===== src/irw_pkg.sv =====
// constants, types and the segment table of the infrared wake receiver
package irw_pkg;

  // ==========================================================
  // clock and times
  localparam int CLK_PERIOD_NS = 10;
  localparam int SAMPLE_PERIOD_NS = 100_000;
  localparam int SAMPLE_CYCLES = SAMPLE_PERIOD_NS / CLK_PERIOD_NS;
  localparam int SCAN_PERIOD_NS = 3_276_800;
  localparam int SCAN_CYCLES = SCAN_PERIOD_NS / CLK_PERIOD_NS;
  localparam int DEBOUNCE_NS = 20_000_000;
  localparam int DEBOUNCE_CYCLES = DEBOUNCE_NS / CLK_PERIOD_NS;
  localparam int OSC_STAB_NS = 10_000;
  localparam int OSC_STAB_CYCLES =
    (OSC_STAB_NS + CLK_PERIOD_NS - 1) / CLK_PERIOD_NS;

  // ==========================================================
  // wake wait in states, legal range and chosen setting
  localparam int WAKE_WAIT_MIN = 8;
  localparam int WAKE_WAIT_MAX = 16_384;
  localparam int WAKE_WAIT_STATES = 16;

  // ==========================================================
  // frame layout and space thresholds in sample ticks
  localparam int FRAME_BITS = 32;
  localparam int FRAME_BYTES = 4;
  localparam logic [7:0] ONE_SPACE_MIN_TICKS = 8'h0B;
  localparam logic [7:0] LEADER_SPACE_MIN_TICKS = 8'h1E;
  localparam logic [7:0] SPACE_TIMEOUT_TICKS = 8'h78;
  localparam logic [7:0] SPACE_SAT_TICKS = 8'hFF;
  localparam logic [2:0] END_MARK_IDX = 3'h4;

  // ==========================================================
  // reset values and the end mark pattern
  localparam logic [7:0] SEG_BLANK = 8'h00;
  localparam logic [7:0] SEG_DASH = 8'h02;
  localparam logic [3:0] PINS_IDLE = 4'hF;

  typedef enum logic [2:0] {
    ST_STANDBY = 3'b000,
    ST_OSC = 3'b001,
    ST_WAIT = 3'b010,
    ST_RECV = 3'b011,
    ST_DISP = 3'b100
  } state_t;

  // filtered pins, all idle high
  typedef struct packed {
    logic standby_sw;
    logic advance_sw;
    logic ir;
    logic wake;
  } pins_t;

  function automatic logic [7:0] hex_to_seg(input logic [3:0] n);
    case (n)
      4'h0: hex_to_seg = 8'hFC;
      4'h1: hex_to_seg = 8'h60;
      4'h2: hex_to_seg = 8'hDA;
      4'h3: hex_to_seg = 8'hF2;
      4'h4: hex_to_seg = 8'h66;
      4'h5: hex_to_seg = 8'hB6;
      4'h6: hex_to_seg = 8'hBE;
      4'h7: hex_to_seg = 8'hE4;
      4'h8: hex_to_seg = 8'hFE;
      4'h9: hex_to_seg = 8'hF6;
      4'hA: hex_to_seg = 8'hEE;
      4'hB: hex_to_seg = 8'h3E;
      4'hC: hex_to_seg = 8'h9C;
      4'hD: hex_to_seg = 8'h7A;
      4'hE: hex_to_seg = 8'h9E;
      default: hex_to_seg = 8'h8E;
    endcase
  endfunction

endpackage


===== src/ir_remote_wake_receiver_led_display.sv =====
// infrared remote wake receiver with two-digit multiplexed hex display
`timescale 1ns/1ps

module ir_remote_wake_receiver_led_display #(
  parameter int SAMPLE_CYCLES = irw_pkg::SAMPLE_CYCLES,
  parameter int SCAN_CYCLES = irw_pkg::SCAN_CYCLES,
  parameter int DEBOUNCE_CYCLES = irw_pkg::DEBOUNCE_CYCLES,
  parameter int OSC_STAB_CYCLES = irw_pkg::OSC_STAB_CYCLES,
  parameter int WAKE_WAIT_STATES = irw_pkg::WAKE_WAIT_STATES
) (
  input wire logic mclk,
  input wire logic sys_rst,
  input wire logic wake_edge_input,
  input wire logic ir_sample_input,
  input wire logic advance_switch_input,
  input wire logic standby_switch_input,
  output logic [7:0] segment_outputs,
  output logic first_digit_select,
  output logic second_digit_select,
  output logic wake_interrupt,
  output logic standby_active
);
  import irw_pkg::*;

  localparam int TW = $clog2(SAMPLE_CYCLES + 1);
  localparam int SW = $clog2(SCAN_CYCLES + 1);
  localparam int DW = $clog2(DEBOUNCE_CYCLES + 1);
  localparam int WW = $clog2(OSC_STAB_CYCLES + WAKE_WAIT_MAX + 1);

  state_t state_reg;
  logic [3:0] s1_reg, s2_reg, s3_reg;
  pins_t pins_reg;
  logic wake_prev_reg;
  logic wake_fall;
  logic [WW-1:0] wake_cnt_reg;
  logic [TW-1:0] tick_cnt_reg;
  logic sample_tick;
  logic ir_smp_reg;
  logic [7:0] space_reg;
  logic armed_reg;
  logic [5:0] bit_cnt_reg;
  logic [31:0] data_reg;
  logic ir_fall;
  logic frame_done;
  logic [1:0] press;
  logic [2:0] byte_idx_reg;
  logic [SW-1:0] scan_cnt_reg;
  logic digit_sel_reg;
  logic [7:0] cur_byte;
  logic [7:0] seg_next;

  // ==========================================================
  // input synchronisers, three stages, change taken when 2 and 3 agree
  always_ff @(posedge mclk) begin
    if (sys_rst) begin
      s1_reg <= PINS_IDLE;
      s2_reg <= PINS_IDLE;
      s3_reg <= PINS_IDLE;
      pins_reg <= pins_t'(PINS_IDLE);
    end else begin
      s1_reg <= {standby_switch_input, advance_switch_input,
                 ir_sample_input, wake_edge_input};
      s2_reg <= s1_reg;
      s3_reg <= s2_reg;
      for (int i = 0; i < 4; i++) begin
        if (s2_reg[i] == s3_reg[i]) begin
          pins_reg[i] <= s3_reg[i];
        end
      end
    end
  end

  // ==========================================================
  // switch debounce, pressed is low
  genvar g;
  generate
    for (g = 0; g < 2; g++) begin : g_db
      logic [DW-1:0] cnt_reg;
      logic level_reg;
      logic raw;
      assign raw = g ? pins_reg.standby_sw : pins_reg.advance_sw;
      always_ff @(posedge mclk) begin
        if (sys_rst) begin
          cnt_reg <= '0;
          level_reg <= 1'b1;
        end else if (raw == level_reg) begin
          cnt_reg <= '0;
        end else if (cnt_reg == DW'(DEBOUNCE_CYCLES - 1)) begin
          cnt_reg <= '0;
          level_reg <= raw;
        end else begin
          cnt_reg <= cnt_reg + 1'b1;
        end
      end
      // one pulse only on the settled release-to-press change
      assign press[g] = (raw == 1'b0) && level_reg &&
                        (cnt_reg == DW'(DEBOUNCE_CYCLES - 1));
    end
  endgenerate

  // ==========================================================
  // power state sequence
  assign wake_fall = wake_prev_reg && !pins_reg.wake;

  always_ff @(posedge mclk) begin
    if (sys_rst) begin
      wake_prev_reg <= 1'b1;
    end else begin
      wake_prev_reg <= pins_reg.wake;
    end
  end

  always_ff @(posedge mclk) begin
    if (sys_rst) begin
      state_reg <= ST_STANDBY;
      wake_cnt_reg <= '0;
    end else begin
      case (state_reg)
        ST_STANDBY: begin
          wake_cnt_reg <= '0;
          if (wake_fall) begin
            state_reg <= ST_OSC;
          end
        end
        ST_OSC: begin
          if (wake_cnt_reg == WW'(OSC_STAB_CYCLES - 1)) begin
            wake_cnt_reg <= '0;
            state_reg <= ST_WAIT;
          end else begin
            wake_cnt_reg <= wake_cnt_reg + 1'b1;
          end
        end
        ST_WAIT: begin
          if (wake_cnt_reg == WW'(WAKE_WAIT_STATES - 1)) begin
            wake_cnt_reg <= '0;
            state_reg <= ST_RECV;
          end else begin
            wake_cnt_reg <= wake_cnt_reg + 1'b1;
          end
        end
        ST_RECV: begin
          if (frame_done) begin
            state_reg <= ST_DISP;
          end
        end
        ST_DISP: begin
          if (press[1]) begin
            state_reg <= ST_STANDBY;
          end
        end
        default: state_reg <= ST_STANDBY;
      endcase
    end
  end

  always_ff @(posedge mclk) begin
    if (sys_rst) begin
      wake_interrupt <= 1'b0;
      standby_active <= 1'b1;
    end else begin
      wake_interrupt <= (state_reg == ST_STANDBY) && wake_fall;
      standby_active <= (state_reg == ST_STANDBY);
    end
  end

  // ==========================================================
  // sample tick, runs only while receiving
  assign sample_tick = (state_reg == ST_RECV) &&
                       (tick_cnt_reg == TW'(SAMPLE_CYCLES - 1));

  always_ff @(posedge mclk) begin
    if (sys_rst || state_reg != ST_RECV || sample_tick) begin
      tick_cnt_reg <= '0;
    end else begin
      tick_cnt_reg <= tick_cnt_reg + 1'b1;
    end
  end

  // ==========================================================
  // space measurement and bit assembly; receiver output is low on a mark
  assign ir_fall = sample_tick && ir_smp_reg && !pins_reg.ir;
  assign frame_done = ir_fall && armed_reg &&
                      (space_reg < LEADER_SPACE_MIN_TICKS) &&
                      (bit_cnt_reg == 6'(FRAME_BITS - 1));

  always_ff @(posedge mclk) begin
    if (sys_rst || state_reg != ST_RECV) begin
      ir_smp_reg <= 1'b1;
      space_reg <= '0;
      armed_reg <= 1'b0;
      bit_cnt_reg <= '0;
    end else if (sample_tick) begin
      ir_smp_reg <= pins_reg.ir;
      if (pins_reg.ir) begin
        if (space_reg != SPACE_SAT_TICKS) begin
          space_reg <= space_reg + 1'b1;
        end
        // a stalled frame is dropped, the next leader restarts it
        if (space_reg == SPACE_TIMEOUT_TICKS) begin
          armed_reg <= 1'b0;
          bit_cnt_reg <= '0;
        end
      end else begin
        space_reg <= '0;
        if (ir_fall) begin
          if (space_reg >= LEADER_SPACE_MIN_TICKS) begin
            armed_reg <= 1'b1;
            bit_cnt_reg <= '0;
          end else if (frame_done) begin
            armed_reg <= 1'b0;
          end else if (armed_reg) begin
            bit_cnt_reg <= bit_cnt_reg + 1'b1;
          end
        end
      end
    end
  end

  // shift in from the top so the first bit lands in bit 0
  always_ff @(posedge mclk) begin
    if (sys_rst) begin
      data_reg <= '0;
    end else if (ir_fall && armed_reg &&
                 space_reg < LEADER_SPACE_MIN_TICKS) begin
      data_reg <= {space_reg >= ONE_SPACE_MIN_TICKS,
                   data_reg[31:1]};
    end
  end

  // ==========================================================
  // byte stepping and digit scan
  always_ff @(posedge mclk) begin
    if (sys_rst || state_reg != ST_DISP) begin
      byte_idx_reg <= '0;
    end else if (press[0] && byte_idx_reg != END_MARK_IDX) begin
      byte_idx_reg <= byte_idx_reg + 1'b1;
    end
  end

  always_ff @(posedge mclk) begin
    if (sys_rst || state_reg != ST_DISP) begin
      scan_cnt_reg <= '0;
      digit_sel_reg <= 1'b0;
    end else if (scan_cnt_reg == SW'(SCAN_CYCLES - 1)) begin
      scan_cnt_reg <= '0;
      digit_sel_reg <= !digit_sel_reg;
    end else begin
      scan_cnt_reg <= scan_cnt_reg + 1'b1;
    end
  end

  assign cur_byte = data_reg[{byte_idx_reg[1:0], 3'b000} +: 8];

  always_comb begin
    if (byte_idx_reg == END_MARK_IDX) begin
      seg_next = SEG_DASH;
    end else if (digit_sel_reg) begin
      seg_next = hex_to_seg(cur_byte[7:4]);
    end else begin
      seg_next = hex_to_seg(cur_byte[3:0]);
    end
  end

  // display dark outside of display state to save power
  always_ff @(posedge mclk) begin
    if (sys_rst || state_reg != ST_DISP) begin
      segment_outputs <= SEG_BLANK;
      first_digit_select <= 1'b0;
      second_digit_select <= 1'b0;
    end else begin
      segment_outputs <= seg_next;
      first_digit_select <= !digit_sel_reg;
      second_digit_select <= digit_sel_reg;
    end
  end

  logic [TW:0] chk_gap_reg;
  logic chk_seen_reg;
  always_ff @(posedge mclk) begin
    if (sys_rst || state_reg != ST_RECV) begin
      chk_gap_reg <= '0;
      chk_seen_reg <= 1'b0;
    end else if (sample_tick) begin
      chk_gap_reg <= '0;
      chk_seen_reg <= 1'b1;
    end else begin
      chk_gap_reg <= chk_gap_reg + 1'b1;
    end
  end
endmodule // ir_remote_wake_receiver_led_display


===== config.mk =====
export PLATFORM = sky130hd
export DESIGN_NAME = ir_remote_wake_receiver_led_display
export DESIGN_NICKNAME = d
export VERILOG_FILES = /design/src/irw_pkg.sv /design/src/ir_remote_wake_receiver_led_display.sv
export SDC_FILE = /design/constraint.sdc
export NUM_CORES = 1
export LEC_CHECK = 0
export BUFFER_PORTS_ARGS = -buffer_cell sky130_fd_sc_hd__buf_2
export CORE_AREA = 2 2 159 161
export DETAILED_ROUTE_END_ITERATION = 10
export DIE_AREA = 0 0 161 163
export HOLD_SLACK_MARGIN = 0.03
export PLACE_DENSITY = 0.57
export SETUP_SLACK_MARGIN = 0.15
export SLEW_MARGIN = 15
export SYNTH_ARGS = -nofsm -noshare
export SYNTH_HDL_FRONTEND = slang
export SYNTH_SLANG_ARGS = --single-unit
export TNS_END_PERCENT = 10

===== constraint.sdc =====
create_clock -name mclk -period 2.72 [get_ports mclk]
set_input_delay 0.408 -clock mclk [delete_from_list [all_inputs] [get_ports mclk]]
set_output_delay 0.408 -clock mclk [all_outputs]
set_load 0.03 [all_outputs]

# --- Word-level counts from Yosys, hierarchy flattened ---
# Memory sizes are Yosys's and may differ from the RTL's.
# Index checks and enable logic that the tools add are counted.
# Widths: inputs -> output; s select.
totals:
  ff_bits: 176
  rom_bits: 224
  in_bits: 6
  output_inout_bits: 12
  wordCells: 136
  memories: 2
mem_list:
  columns: ["memory", "words", "word_bits", "read_ports", "rd_ports_with_merged_regs", "write_ports", "line_no", "text"]
  rows:
  - ["(no name shown)", 16, 7, 1, 0, 0, "irw_pkg.sv:56", "case (n)"]
  - ["(no name shown)", 16, 7, 1, 0, 0, "irw_pkg.sv:56", null]
classes:
  n_addsub: 8
  n_lt_le_gt_ge: 3
  n_eq_ne: 31
  shifts: 1
  n_mux: 24
  n_bitwise: 4
  n_reduce_logical: 34
op_table:
  columns: ["cell", "n"]
  rows:
  - ["$pmux 15 s3", 1]
  - ["$add 21x1->21 const B", 2]
  - ["$eq 21x21->1 const B", 2]
  - ["$mux 6", 6]
  - ["$shiftx 32x6->8", 1]
  - ["$mux 15", 2]
  - ["$mux 8", 3]
  - ["$add 19x1->19 const B", 1]
  - ["$eq 19x19->1 const B", 1]
  - ["$add 15x1->15 const B", 1]
  - ["$eq 15x10->1 const B", 1]
  - ["$eq 15x4->1 const B", 1]
  - ["$mux 3", 5]
  - ["$pmux 3 s5", 1]
  - ["$add 14x1->14 const B", 1]
  - ["$eq 14x14->1 const B", 1]
  - ["$logic_and 1x1->1", 13]
  - ["$ne 2x2->1 const B", 5]
  - ["$reduce_and 5->1", 2]
  - ["$reduce_bool 3->1", 3]
  - ["$add 8x1->8 const B", 1]
  - ["$eq 8x7->1 const B", 1]
  - ["$ge 8x4->1 const B", 1]
  - ["$ge 8x5->1 const B", 1]
  - ["23 further kinds", 48]

# --- Logic depth before layout (Yosys ltp) ---
# Gate-level depths: netlist of the first run.
logic_depth:
  word_depth: 11
  depth_mapped: 9
  depth_no_buf: 8

# --- Worst setup path after synthesis of the first run ---
# No wires, ideal clock.
synth_path:
  path_kind: "flip-flop to flip-flop"
  startpoint: "register byte_idx_reg[0]"
  endpoint: "register segment_outputs[4]"
  setup_ns: 0.117
  arrival_ns: 2.116
  t_required_ns: 2.603
  setup_slack_ns: 0.487
  stages_incl_launch_ff: 10
  n_path_buf: 1
  synth_period_minus_slack_ns: 2.233
  path_cell_list: "dfxtp_1 > buf_2 > mux4_2 > inv_1 > ha_1 > nor2_1 > a21oi_1 > mux2_2 > a21oi_1 > nor2_1"
synth_between:
  elab_chain_cells: 3
  elab_cells_between_ends: 6
  cone_classes: "1 x eq/ne; 1 x shift; 1 x mux; 1 x reduce/logical; 2 x memory"
synth_lines:
  columns: ["item", "line_no", "text"]
  rows:
  - ["start: declaration", "ir_remote_wake_receiver_led_display.sv:46", "logic [2:0] byte_idx_reg;"]
  - ["start signal: assignment", "ir_remote_wake_receiver_led_display.sv:236", "byte_idx_reg <= byte_idx_reg + 1'b1;"]
  - ["$shiftx 32x6->8", "ir_remote_wake_receiver_led_display.sv:252", "assign cur_byte = data_reg[{byte_idx_reg[1:0], 3'b000} +: 8];"]
  - ["$mem_v2 16x7", null, null]
  - ["$mux 8", "ir_remote_wake_receiver_led_display.sv:257", "end else if (digit_sel_reg) begin"]
  - ["end signal: assignment", "ir_remote_wake_receiver_led_display.sv:271", "segment_outputs <= seg_next;"]
  - ["end: declaration", "ir_remote_wake_receiver_led_display.sv:17", "output logic [7:0] segment_outputs,"]
# Parallel ways exist; a longest one is shown, timed or not.
# A chain may end at the register's enable or synchronous reset.

# --- Worst setup path in the final report of the first run ---
# Ends and elaborated chain as after synthesis.

==> results of run 1 <==
## layer usage
layer,share of wire (%),up-vias
met2,45,71
met5,0,-
met4,0.82,0
met1,51,2848
li1,-,3215
met3,2.9,8
## synth_stat cells, drive strengths merged, types with 4 or more instances
cell type	number
a211oi	4
a21oi	67
a311oi	6
a31oi	7
and3	19
and4	7
buf	8
clkbuf	38
dfxtp	175
ha	27
inv	22
mux2i	6
mux4	9
nand2	121
nand2b	7
nand3	40
nand4	27
nor2	122
nor2b	10
nor3	23
nor4	5
o21ai	30
o21bai	4
o31ai	5
or2	19
or3	11
or3b	4
xnor2	25
xor2	46
## logic make-up (layout without fill, tap and decap cells)
kind of cell / count (synthesis) / count (layout)
buffers and inverters: 68 / 84
DFF: 175 / 175
and+or+nand+nor: 434 / 434
AOI/OAI and AO/OA: 139 / 139
muxes: 18 / 18
other: 1 / 1
xor gates and xnor gates: 71 / 71
adders and majority gates: 27 / 27
## worst register-to-register path, cell delays in order (launching register included)
cell and delay, ns:
dfxtp_1 0.48, mux4_2 0.60, inv_1 0.16, ha_1 0.25, nor2_1 0.15, a21oi_1 0.06
mux2_2 0.26, a21oi_1 0.14, nor2_1 0.05
## path summary, 6_finish.rpt
path	start	end	depth (start not counted)
setup reg to reg	byte_idx_reg[0]$_SDFFE_PP0P_	segment_outputs[4]$_SDFF_PP0_	8
setup / recovery	byte_idx_reg[0]$_SDFFE_PP0P_	segment_outputs[4]$_SDFF_PP0_	8
hold / removal	wake_edge_input	s1_reg[0]$_SDFF_PP1_	2
hold reg to reg	s1_reg[0]$_SDFF_PP1_	s2_reg[0]$_SDFF_PP1_	1
## through the flow
stage,utilization (%),power [uW],setup WS [ns],cell area (um^2),hold slack [ns]
global route,36.3,5570,0.268,8970,0.147
global placement,34.0,3010,0.469,8390,0.392
finish,36.3,5330,0.453,8970,0.158
detailed placement,34.0,3010,0.455,8390,0.393
CTS,36.3,5420,0.443,8970,0.140
floorplan,-,2940,0.487,7980,0.389
## final cells by class
| class | count | area, um^2 |
|---|---|---|
| flip-flops and latches | 175 | 3500 |
| clock buffers | 20 | 457 |
| repair buffers | 30 | 185 |
| inverters | 22 | 82.6 |
| clock inverters | 12 | 123 |
| well taps | 330 | 413 |
| fillers | 2537 | 15700 |
| multi-input cells | 690 | 4210 |
## power by group through the flow
stage | Sequential (uW) | Combinational, uW | Clock [uW]
floorplan | 2680 | 262 | 0
global placement | 2700 | 310 | 0
detailed placement | 2700 | 310 | 0
CTS | 2640 | 313 | 2460
global route | 2650 | 352 | 2570
finish | 2640 | 310 | 2380
==> summary.txt, run 1 <==
Outcome
  – Status: finished, final reports clean

Synth
  – Flops & latches, synth: 175
  – Post-Synthesis Cells: 933
  – Ranking of synthesized cells by area: dfxtp_1, nor2_1, nand2_1, xor2_1, ha_1
  – Simple-gate area share of the yosys netlist: 26.6%
  – Syn avg cell area: 8.56 um^2
  – Post-synth EDFFs: 0
  – Area leader, netlist: dfxtp_1
  – Mux contribution to synthesized area: 3.71%
  – Synth unique cells: 67
  – Most used DFF post-synth: dfxtp_1
  – Warnings from Yosys: 0
  – Adder-cell share of the synthesized area: 4.23%
  – Largest family of logic cells by synthesized area: simple AND/OR/NAND/NOR gates
  – Syn Nets: 966
  – Register area share after synthesis: 43.9%
  – Compound-Gate Fraction of Synth Area: 10.2%
  – Cell Area, Synth: 7980 um^2
  – Area share of the largest cell type after synthesis: 43.9%
  – Share of synthesized registers carrying an async set or reset: 0%
  – Xor and xnor area share after synthesis: 7.79%

Timing
  – Final worst-path cycle share: 83.3%
  – FMAX: 0.441 GHz
  – Setup TNS: 0 ns
  – Fin. max-slew vios: 0
  – Rel. slew slack: 62.2%
  – Final clock skew: 0.0129 ns
  – Slew @ Worst Pin: 0.562 ns
  – Minimum clock period: 2.27 ns
  – Final Hold Fails: 0
  – Final setup viols: 0
  – RSZ-0062 raised after global routing: false

Place
  – Placed Cells: 1247
  – # port buffers: 16
  – RePlAce Congestion: 0.787
  – Final HPWL DP: 10300 um

Route
  – 1st-pass router iterations: 4
  – DR vias: 6142
  – DR DRC count: 0
  – WL/cell: 11.9 um
  – Vias per cell: 4.80
  – Routed Antenna Nets: 0
  – DRT iter0 DRCs: 334
  – Final WL: 15200 um

Worst setup path
  – Crit-path max cell delay: 0.60 ns
  – CP max FO: 5
  – CP Cell Sequence: mux4_2, inv_1, ha_1, nor2_1, a21oi_1, mux2_2, a21oi_1, nor2_1
  – Crit start category: flop
  – Crit. End Element: flop
  – Slowest CP cell: mux4_2
  – Required @ worst endpoint: 3.03 ns
  – Worst Setup Path Type: reg2reg
  – Crit-path leading delay family: multiplexers
  – Crit path DAT: 2.58 ns
  – Buffer and inverter count on the worst path: 1
  – R2R Setup Slk: 0.45 ns

Pwr
  – VDD IR-drop max: 373 uV
  – Sw Pwr: 1290 uW
  – Clock network fraction of design power: 44.6%
  – PwrDens: 594 nW/um^2
  – Leakage: 0.00298 uW
  – Int Pwr: 4040 uW
  – Sequential Power Share: 49.6%
  – Switching share of power: 24.2%
  – Comb pwr share: 5.8%

Finish
  – Area growth, synth to finish: 12.4%
  – ANT cells: 0
  – Share of cells above drive strength 1: 10.3%
  – Final cell count without fillers: 1279
  – Nets: 969
  – Most common cell after layout, fill and taps aside: dfxtp_1
  – Largest register FFs: 42
  – Most frequent cells in the layout: dfxtp_1, nor2_1, nand2_1

GRT
  – M3 GR Usage: 3.26%
  – Initial antenna violation count: 0
  – First-pass GRT wire length: 26300 um
  – Tot GR Track Use: 12.1%
  – Largest net degree at the start of global routing: 42
  – Met2 Resource Use GR: 19.0%
  – GRT overflow: 0
  – Met1 Track Usage GR: 16.2%
  – Vias in the first global route: 5579
  – Grt peak-use layer: met2

Floorplanning
  – Core area: 24700 um^2
  – Initial Utilization: 32.4%
  – Die H: 163 um
  – I/O pin total: 18
  – Chip width: 161 um
  – Die area: 26200 um^2
  – Core Rows: 58

Clock network
  – TritonCTS clock tree: done
  – Worst skew pair latency: 0.43 ns
  – TritonCTS buffer count: 17
  – Clock slew at reported path FFs: 0.07 ns
  – Post-CTS setup buffers: 0
  – Sink Count: 175
  – Clk buf depth: 2
  – Post-CTS Resized: 0
  – Post-cts hold buffer count: 0
  – Clock Tree Root: clkbuf_16
  – H-Tree Depth: 4

Worst hold path
  – Hold Path Class: in2reg

Job
  – Max-cap violations: 0
(Power assumes the default switching activity.)
==> inputs of run 2 (changes only) <==
==> constraint.sdc (replaced) <==
create_clock -name mclk -period 2.32 [get_ports mclk]
set_input_delay 0.348 -clock mclk [delete_from_list [all_inputs] [get_ports mclk]]
set_output_delay 0.348 -clock mclk [all_outputs]
set_load 0.03 [all_outputs]
==> run 2 against run 1 <==
  * Clock power is 14% higher
  * Wire length is 2.2% higher
  * Critical endpoint unchanged
  * Largest power group unchanged
  * Non-clock buffer count grew 15
  * Combinational power is 41% higher
  * Sequential share of layout area fell by 0.45 points
  * Worst setup slack got worse by 0.23 ns
==> summary.txt, run 2 (synthesis results as in run 1) <==
Pwr
  – PwrDens: 684 nW/um^2 (+15%)
  – Int Pwr: 4720 uW (+17%)
  – Sw Pwr: 1500 uW (+16%)
  – VDD IR-drop max: 479 uV (+29%)
  – Sequential Power Share: 49.3% (-0.3 points)
  – Switching share of power: 24.1% (-0.085 points)
  – Tot Pwr: 6220 uW (+17%)
  – Comb pwr share: 7.0% (+1.2 points)
  – Clock network fraction of design power: 43.7% (-0.9 points)
  – Leakage: 0.00304 uW (+2.0%)

Floorplanning
  – Initial Utilization: 32.4% (unchanged)
  – Die area: 26200 um^2 (unchanged)
  – Chip width: 161 um (unchanged)
  – Core area: 24700 um^2 (unchanged)
  – Die H: 163 um (unchanged)
  – Core Rows: 58 (unchanged)
  – I/O pin total: 18 (unchanged)

GRT
  – Tot GR Track Use: 12.2% (+0.12 points)
  – First-pass GRT wire length: 26800 um (+1.9%)
  – Initial antenna violation count: 0 (unchanged)
  – Largest net degree at the start of global routing: 46 (+9.5%)
  – GRT overflow: 0 (unchanged)
  – Vias in the first global route: 5795 (+3.9%)

Timing
  – FMAX: 0.476 GHz (+7.9%)
  – Hold slack: 0.108 ns (-0.0498 ns)
  – Minimum clock period: 2.10 ns (-0.165 ns)
  – Fin. max-slew vios: 0 (unchanged)
  – Final Hold Fails: 0 (unchanged)
  – Rel. slew slack: 62.3% (+0.098 points)
  – Setup TNS: 0 ns (unchanged)
  – Final worst-path cycle share: 90.6% (+7.3 points)
  – Final setup viols: 0 (unchanged)
  – Slew @ Worst Pin: 0.564 ns (+0.00138 ns)
  – Final clock skew: 0.0100 ns (-0.00294 ns)
  – Fin worst setup slack: 0.218 ns (-0.235 ns)
  – RSZ-0062 raised after global routing: true

Finish
  – Util after Layout: 36.9% (+0.51 points)
  – Area growth, synth to finish: 13.9%
  – Nets: 984 (+1.5%)
  – ANT cells: 0 (unchanged)
  – Most frequent cells in the layout: dfxtp_1, nor2_1, nand2_1
  – Most common cell after layout, fill and taps aside: dfxtp_1
  – Largest register FFs: 42 (unchanged)
  – Share of cells above drive strength 1: 12.3% (+2.0 points)

Place
  – # port buffers: 16 (unchanged)
  – Final HPWL DP: 10500 um (+2.9%)
  – RePlAce Congestion: 0.798 (+1.4%)
  – Setup WS pre-CTS: 0.0770 ns (-0.378 ns)

Worst setup path
  – CP max FO: 6 (+1)
  – Worst Setup Path Type: reg2reg
  – Crit path DAT: 2.41 ns (-0.17 ns)
  – Crit start category: flop
  – Crit. End Element: flop
  – Required @ worst endpoint: 2.63 ns (-0.40 ns)

Clock network
  – Clock Tree Root: clkbuf_16
  – Worst skew pair latency: 0.42 ns (about the same)
  – Post-cts hold buffer count: 0 (unchanged)
  – Sink Count: 175 (unchanged)
  – Clock slew at reported path FFs: 0.06 ns (about the same)
  – TritonCTS buffer count: 17 (unchanged)
  – H-Tree Depth: 4 (unchanged)
  – TritonCTS clock tree: done
  – Clk buf depth: 2 (unchanged)

Route
  – DRT iter0 DRCs: 410 (+23%)
  – DR vias: 6220 (+1.3%)
  – 1st-pass router iterations: 5 (+1)
  – Final WL: 15500 um (+2.2%)
  – WL/cell: 12.0 um (+1.1%)
  – DR DRC count: 0 (unchanged)
  – Vias per cell: 4.81 (about the same)
  – Routed Antenna Nets: 0 (unchanged)

Job
  – Max-cap violations: 0 (unchanged)

Outcome
  – Status: finished, final reports clean

Worst hold path
  – Hold Path Class: in2reg
[run 2: worst max-delay path: stages, from the launching register on]
cell and delay (ns):
dfxtp_4 0.40, mux4_2 0.56, inv_1 0.11, ha_1 0.23, nor2_1 0.16, a21oi_1 0.05, mux2_2 0.27, a21oi_1 0.15
nor2_1 0.05
[run 2: per-stage QoR]
step | cell area [um^2] | cells
floorplan | 7990 | 933
global placement | 8500 | 1260
detailed placement | 8500 | 1260
CTS | 9060 | 1292
global route | 9090 | 1294
finish | 9090 | 1294
[run 2: routing by layer]
layer	vias up	track usage (%)	wire [um]
li1	3260	-	-
met1	2872	16.5	8000
met2	75	19.6	6950
met3	13	2.37	424
met4	0	3.77	135
met5	-	0	0
[run 2: repair_timing]
action,CTS,global route
buffers inserted,0,2
setup endpoints to repair,10,38
endpoints found under the hold margin,0,0
gates resized for setup,1,10
cloned,0,0
[run 2: power groups by stage]
stage	Combinational, uW	Sequential [uW]	Clock, uW
after global routing	481	3070	2930
after floorplan	307	3140	0
after CTS	436	3070	2810
final	436	3070	2720
after detailed placement	434	3140	0
after global placement	430	3140	0
[run 2: worst paths after layout]
| check | from | endpoint | slack [ns] | cells after the start |
|---|---|---|---|---|
| worst max register to register | byte_idx_reg[0]$_SDFFE_PP0P_ | segment_outputs[4]$_SDFF_PP0_ | 0.22 | 8 |
| worst min-delay path | wake_edge_input | s1_reg[0]$_SDFF_PP1_ | 0.11 | 2 |
| worst max-delay path | byte_idx_reg[0]$_SDFFE_PP0P_ | segment_outputs[4]$_SDFF_PP0_ | 0.22 | 8 |
| worst min register to register | s1_reg[0]$_SDFF_PP1_ | s2_reg[0]$_SDFF_PP1_ | 0.41 | 1 |
[run 2: final cells by class]
class                           instances  area (um^2)
Tap cell                              330          413
Fill cell                            2535        15600
Clock inverter                         12          110
Inverter                               22         82.6
Timing Repair Buffer                   45          310
Sequential cell                       175         3510
Multi-Input combinational cell        690         4220
Clock buffer                           20          447
==> inputs of run 3 (changes only) <==
--- a/config.mk
+++ b/config.mk
@@ -6,11 +6,12 @@
 export NUM_CORES = 1
 export LEC_CHECK = 0
 export BUFFER_PORTS_ARGS = -buffer_cell sky130_fd_sc_hd__buf_2
-export CORE_AREA = 2 2 159 161
+export CORE_AREA = 2 2 145 147
 export DETAILED_ROUTE_END_ITERATION = 10
-export DIE_AREA = 0 0 161 163
+export DIE_AREA = 0 0 147 149
 export HOLD_SLACK_MARGIN = 0.03
-export PLACE_DENSITY = 0.57
+export PLACE_DENSITY = 0.64
+export RECOVER_POWER = 50
 export SETUP_SLACK_MARGIN = 0.15
 export SLEW_MARGIN = 15
 export SYNTH_ARGS = -nofsm -noshare
==> run 3 against run 2 <==
  * Worst setup slack worse by 0.080 ns
  * Cell count fell by 4.5%
  * Critical path depth decreased by 2
  * Design area decreased by 0.43%
  * First-iteration DRC count grew 1.5%
  * Utilization rose by 7.2 points
  * Wire length is 2.2% lower
  * Via count decreased by 0.74%
  * Critical path type unchanged
  * Largest cell class unchanged
==> summary.txt, run 3 (synthesis results as in run 1) <==
Clock network
  – Clk buf depth: 2 (unchanged)
  – TritonCTS buffer count: 17 (unchanged)
  – Post-CTS setup buffers: 0 (unchanged)
  – Clock Tree Root: clkbuf_16
  – Clock slew at reported path FFs: 0.07 ns (about the same)
  – Post-CTS Resized: 1 (unchanged)
  – TritonCTS clock tree: done
  – Sink Count: 175 (unchanged)
  – H-Tree Depth: 4 (unchanged)
  – Post-cts hold buffer count: 0 (unchanged)
  – Worst skew pair latency: 0.43 ns (about the same)

Timing
  – Slew @ Worst Pin: 1.23 ns (+0.668 ns)
  – Minimum clock period: 2.18 ns (+0.0800 ns)
  – Fin worst setup slack: 0.138 ns (-0.0800 ns)
  – Fin. max-slew vios: 0 (unchanged)
  – Setup TNS: 0 ns (unchanged)
  – Final Hold Fails: 0 (unchanged)
  – RSZ-0062 raised after global routing: true
  – Final setup viols: 0 (unchanged)
  – Hold slack: 0.0997 ns (-0.00866 ns)
  – Final clock skew: 0.00924 ns (-0.000759 ns)
  – Rel. slew slack: 17.9% (-44 points)
  – Final worst-path cycle share: 94.0% (+3.4 points)
  – FMAX: 0.458 GHz (-3.7%)

Worst setup path
  – CP max FO: 4 (-2)
  – Crit. End Element: flop
  – Crit start category: flop
  – Worst Setup Path Type: reg2reg
  – Crit path DAT: 2.50 ns (+0.09 ns)
  – Required @ worst endpoint: 2.63 ns (about the same)
  – R2R Setup Slk: 0.14 ns (-0.08 ns)

Route
  – Routed Antenna Nets: 0 (unchanged)
  – WL/cell: 12.3 um (+2.4%)
  – 1st-pass router iterations: 5 (unchanged)
  – Vias per cell: 5.00 (+3.9%)
  – DRT iter0 DRCs: 416 (+1.5%)
  – Final WL: 15200 um (-2.2%)
  – DR vias: 6174 (-0.74%)
  – DR DRC count: 0 (unchanged)

Pwr
  – VDD IR-drop max: 524 uV (+9.2%)
  – Leakage: 0.00302 uW (-0.54%)
  – PwrDens: 733 nW/um^2 (+7.1%)

GRT
  – Vias in the first global route: 5857 (+1.1%)
  – GRT overflow: 0 (unchanged)
  – Initial antenna violation count: 0 (unchanged)
  – First-pass GRT wire length: 26600 um (-0.87%)
  – Largest net degree at the start of global routing: 66 (+43%)
  – Tot GR Track Use: 14.5% (+2.3 points)

Finish
  – Area growth, synth to finish: 13.4%
  – Area occupied by multi-input gates: 4220 um^2 (about the same)
  – Filler cells: 2063 (-19%)
  – Share of cells above drive strength 1: 10.7% (-1.6 points)
  – Largest register FFs: 42 (unchanged)
  – Final Instance Area: 9050 um^2 (-0.43%)
  – Nets: 981 (-0.30%)
  – Reg area: 3510 um^2 (about the same)
  – Most frequent cells in the layout: dfxtp_1, nor2_1, nand2_1
  – ANT cells: 0 (unchanged)
  – Most common cell after layout, fill and taps aside: dfxtp_1

Floorplanning
  – Die H: 149 um (-8.6%)
  – Core Rows: 53 (-8.6%)
  – I/O pin total: 18 (unchanged)
  – Core area: 20600 um^2 (-17%)
  – Die area: 21900 um^2 (-17%)
  – Chip width: 147 um (-8.7%)
  – Initial Utilization: 38.8% (+6.5 points)

Place
  – Final HPWL DP: 10300 um (-2.1%)
  – Post-DP Area: 8420 um^2 (-0.90%)
  – Setup WS pre-CTS: 0.0754 ns (-0.00160 ns)
  – RePlAce Congestion: 0.814 (+2.0%)
  – # port buffers: 16 (unchanged)

Outcome
  – Status: finished, final reports clean

Job
  – Max-cap violations: 0 (unchanged)

Worst hold path
  – Hold Path Class: in2reg
==> run 3: changes by cell type in the layout (fill, tap and decap cells not counted), moves of 3 or more <==
cell        change
buf_2          -11
buf_4           -8
clkbuf_2        +3
clkbuf_1       +13
bufinv_16       +4
clkinvlp_4      -3
==> run 3: metal layers <==
metal  routed length, um  track usage (%)
met5                   0                0
met4                 216             5.05
met3                 349             3.06
met2                6930             24.0
met1                7680             18.9
==> run 3: where the power goes <==
| part | switching [uW] | leakage [uW] | internal (uW) |
|---|---|---|---|
| sequential | 38.6 | 0.00141 | 3040 |
| combinational | 245 | 0.00129 | 149 |
| clock | 1230 | 0.000318 | 1930 |
==> run 3: through the flow <==
stage	util (%)	power, uW	instances
after floorplan	-	3450	933
after global placement	41.0	3560	1204
after detailed placement	41.0	3560	1204
after CTS	44.2	6740	1236
after global routing	44.0	6920	1236
final	44.0	6640	1236
==> run 3: final cells by class <==
cell class,count,share of cell area [%]
inverter,22,0.912
tap,275,3.80
multi-input combinational,690,46.6
sequential,175,38.7
timing repair buffer,42,2.68
clock inverter,14,2.50
clock buffer,18,4.74
==> run 3: path summary, 6_finish.rpt <==
check / start / end / cells past startpoint
worst max-delay path: scan_cnt_reg[0]$_SDFF_PP0_ / digit_sel_reg$_SDFFE_PP0P_ / 6
worst min-delay path: standby_switch_input / s1_reg[3]$_SDFF_PP1_ / 2
worst min register to register: s1_reg[1]$_SDFF_PP1_ / s2_reg[1]$_SDFF_PP1_ / 1
worst max register to register: scan_cnt_reg[0]$_SDFF_PP0_ / digit_sel_reg$_SDFFE_PP0P_ / 6
==> run 3: worst max-delay path, stage by stage (launching register included) <==
cell and delay [ns]:
dfxtp_1 0.35, ha_1 0.18, and3_1 0.27, nand4_2 0.13, or3_1 0.39, or3b_4 0.43
mux2_1 0.32
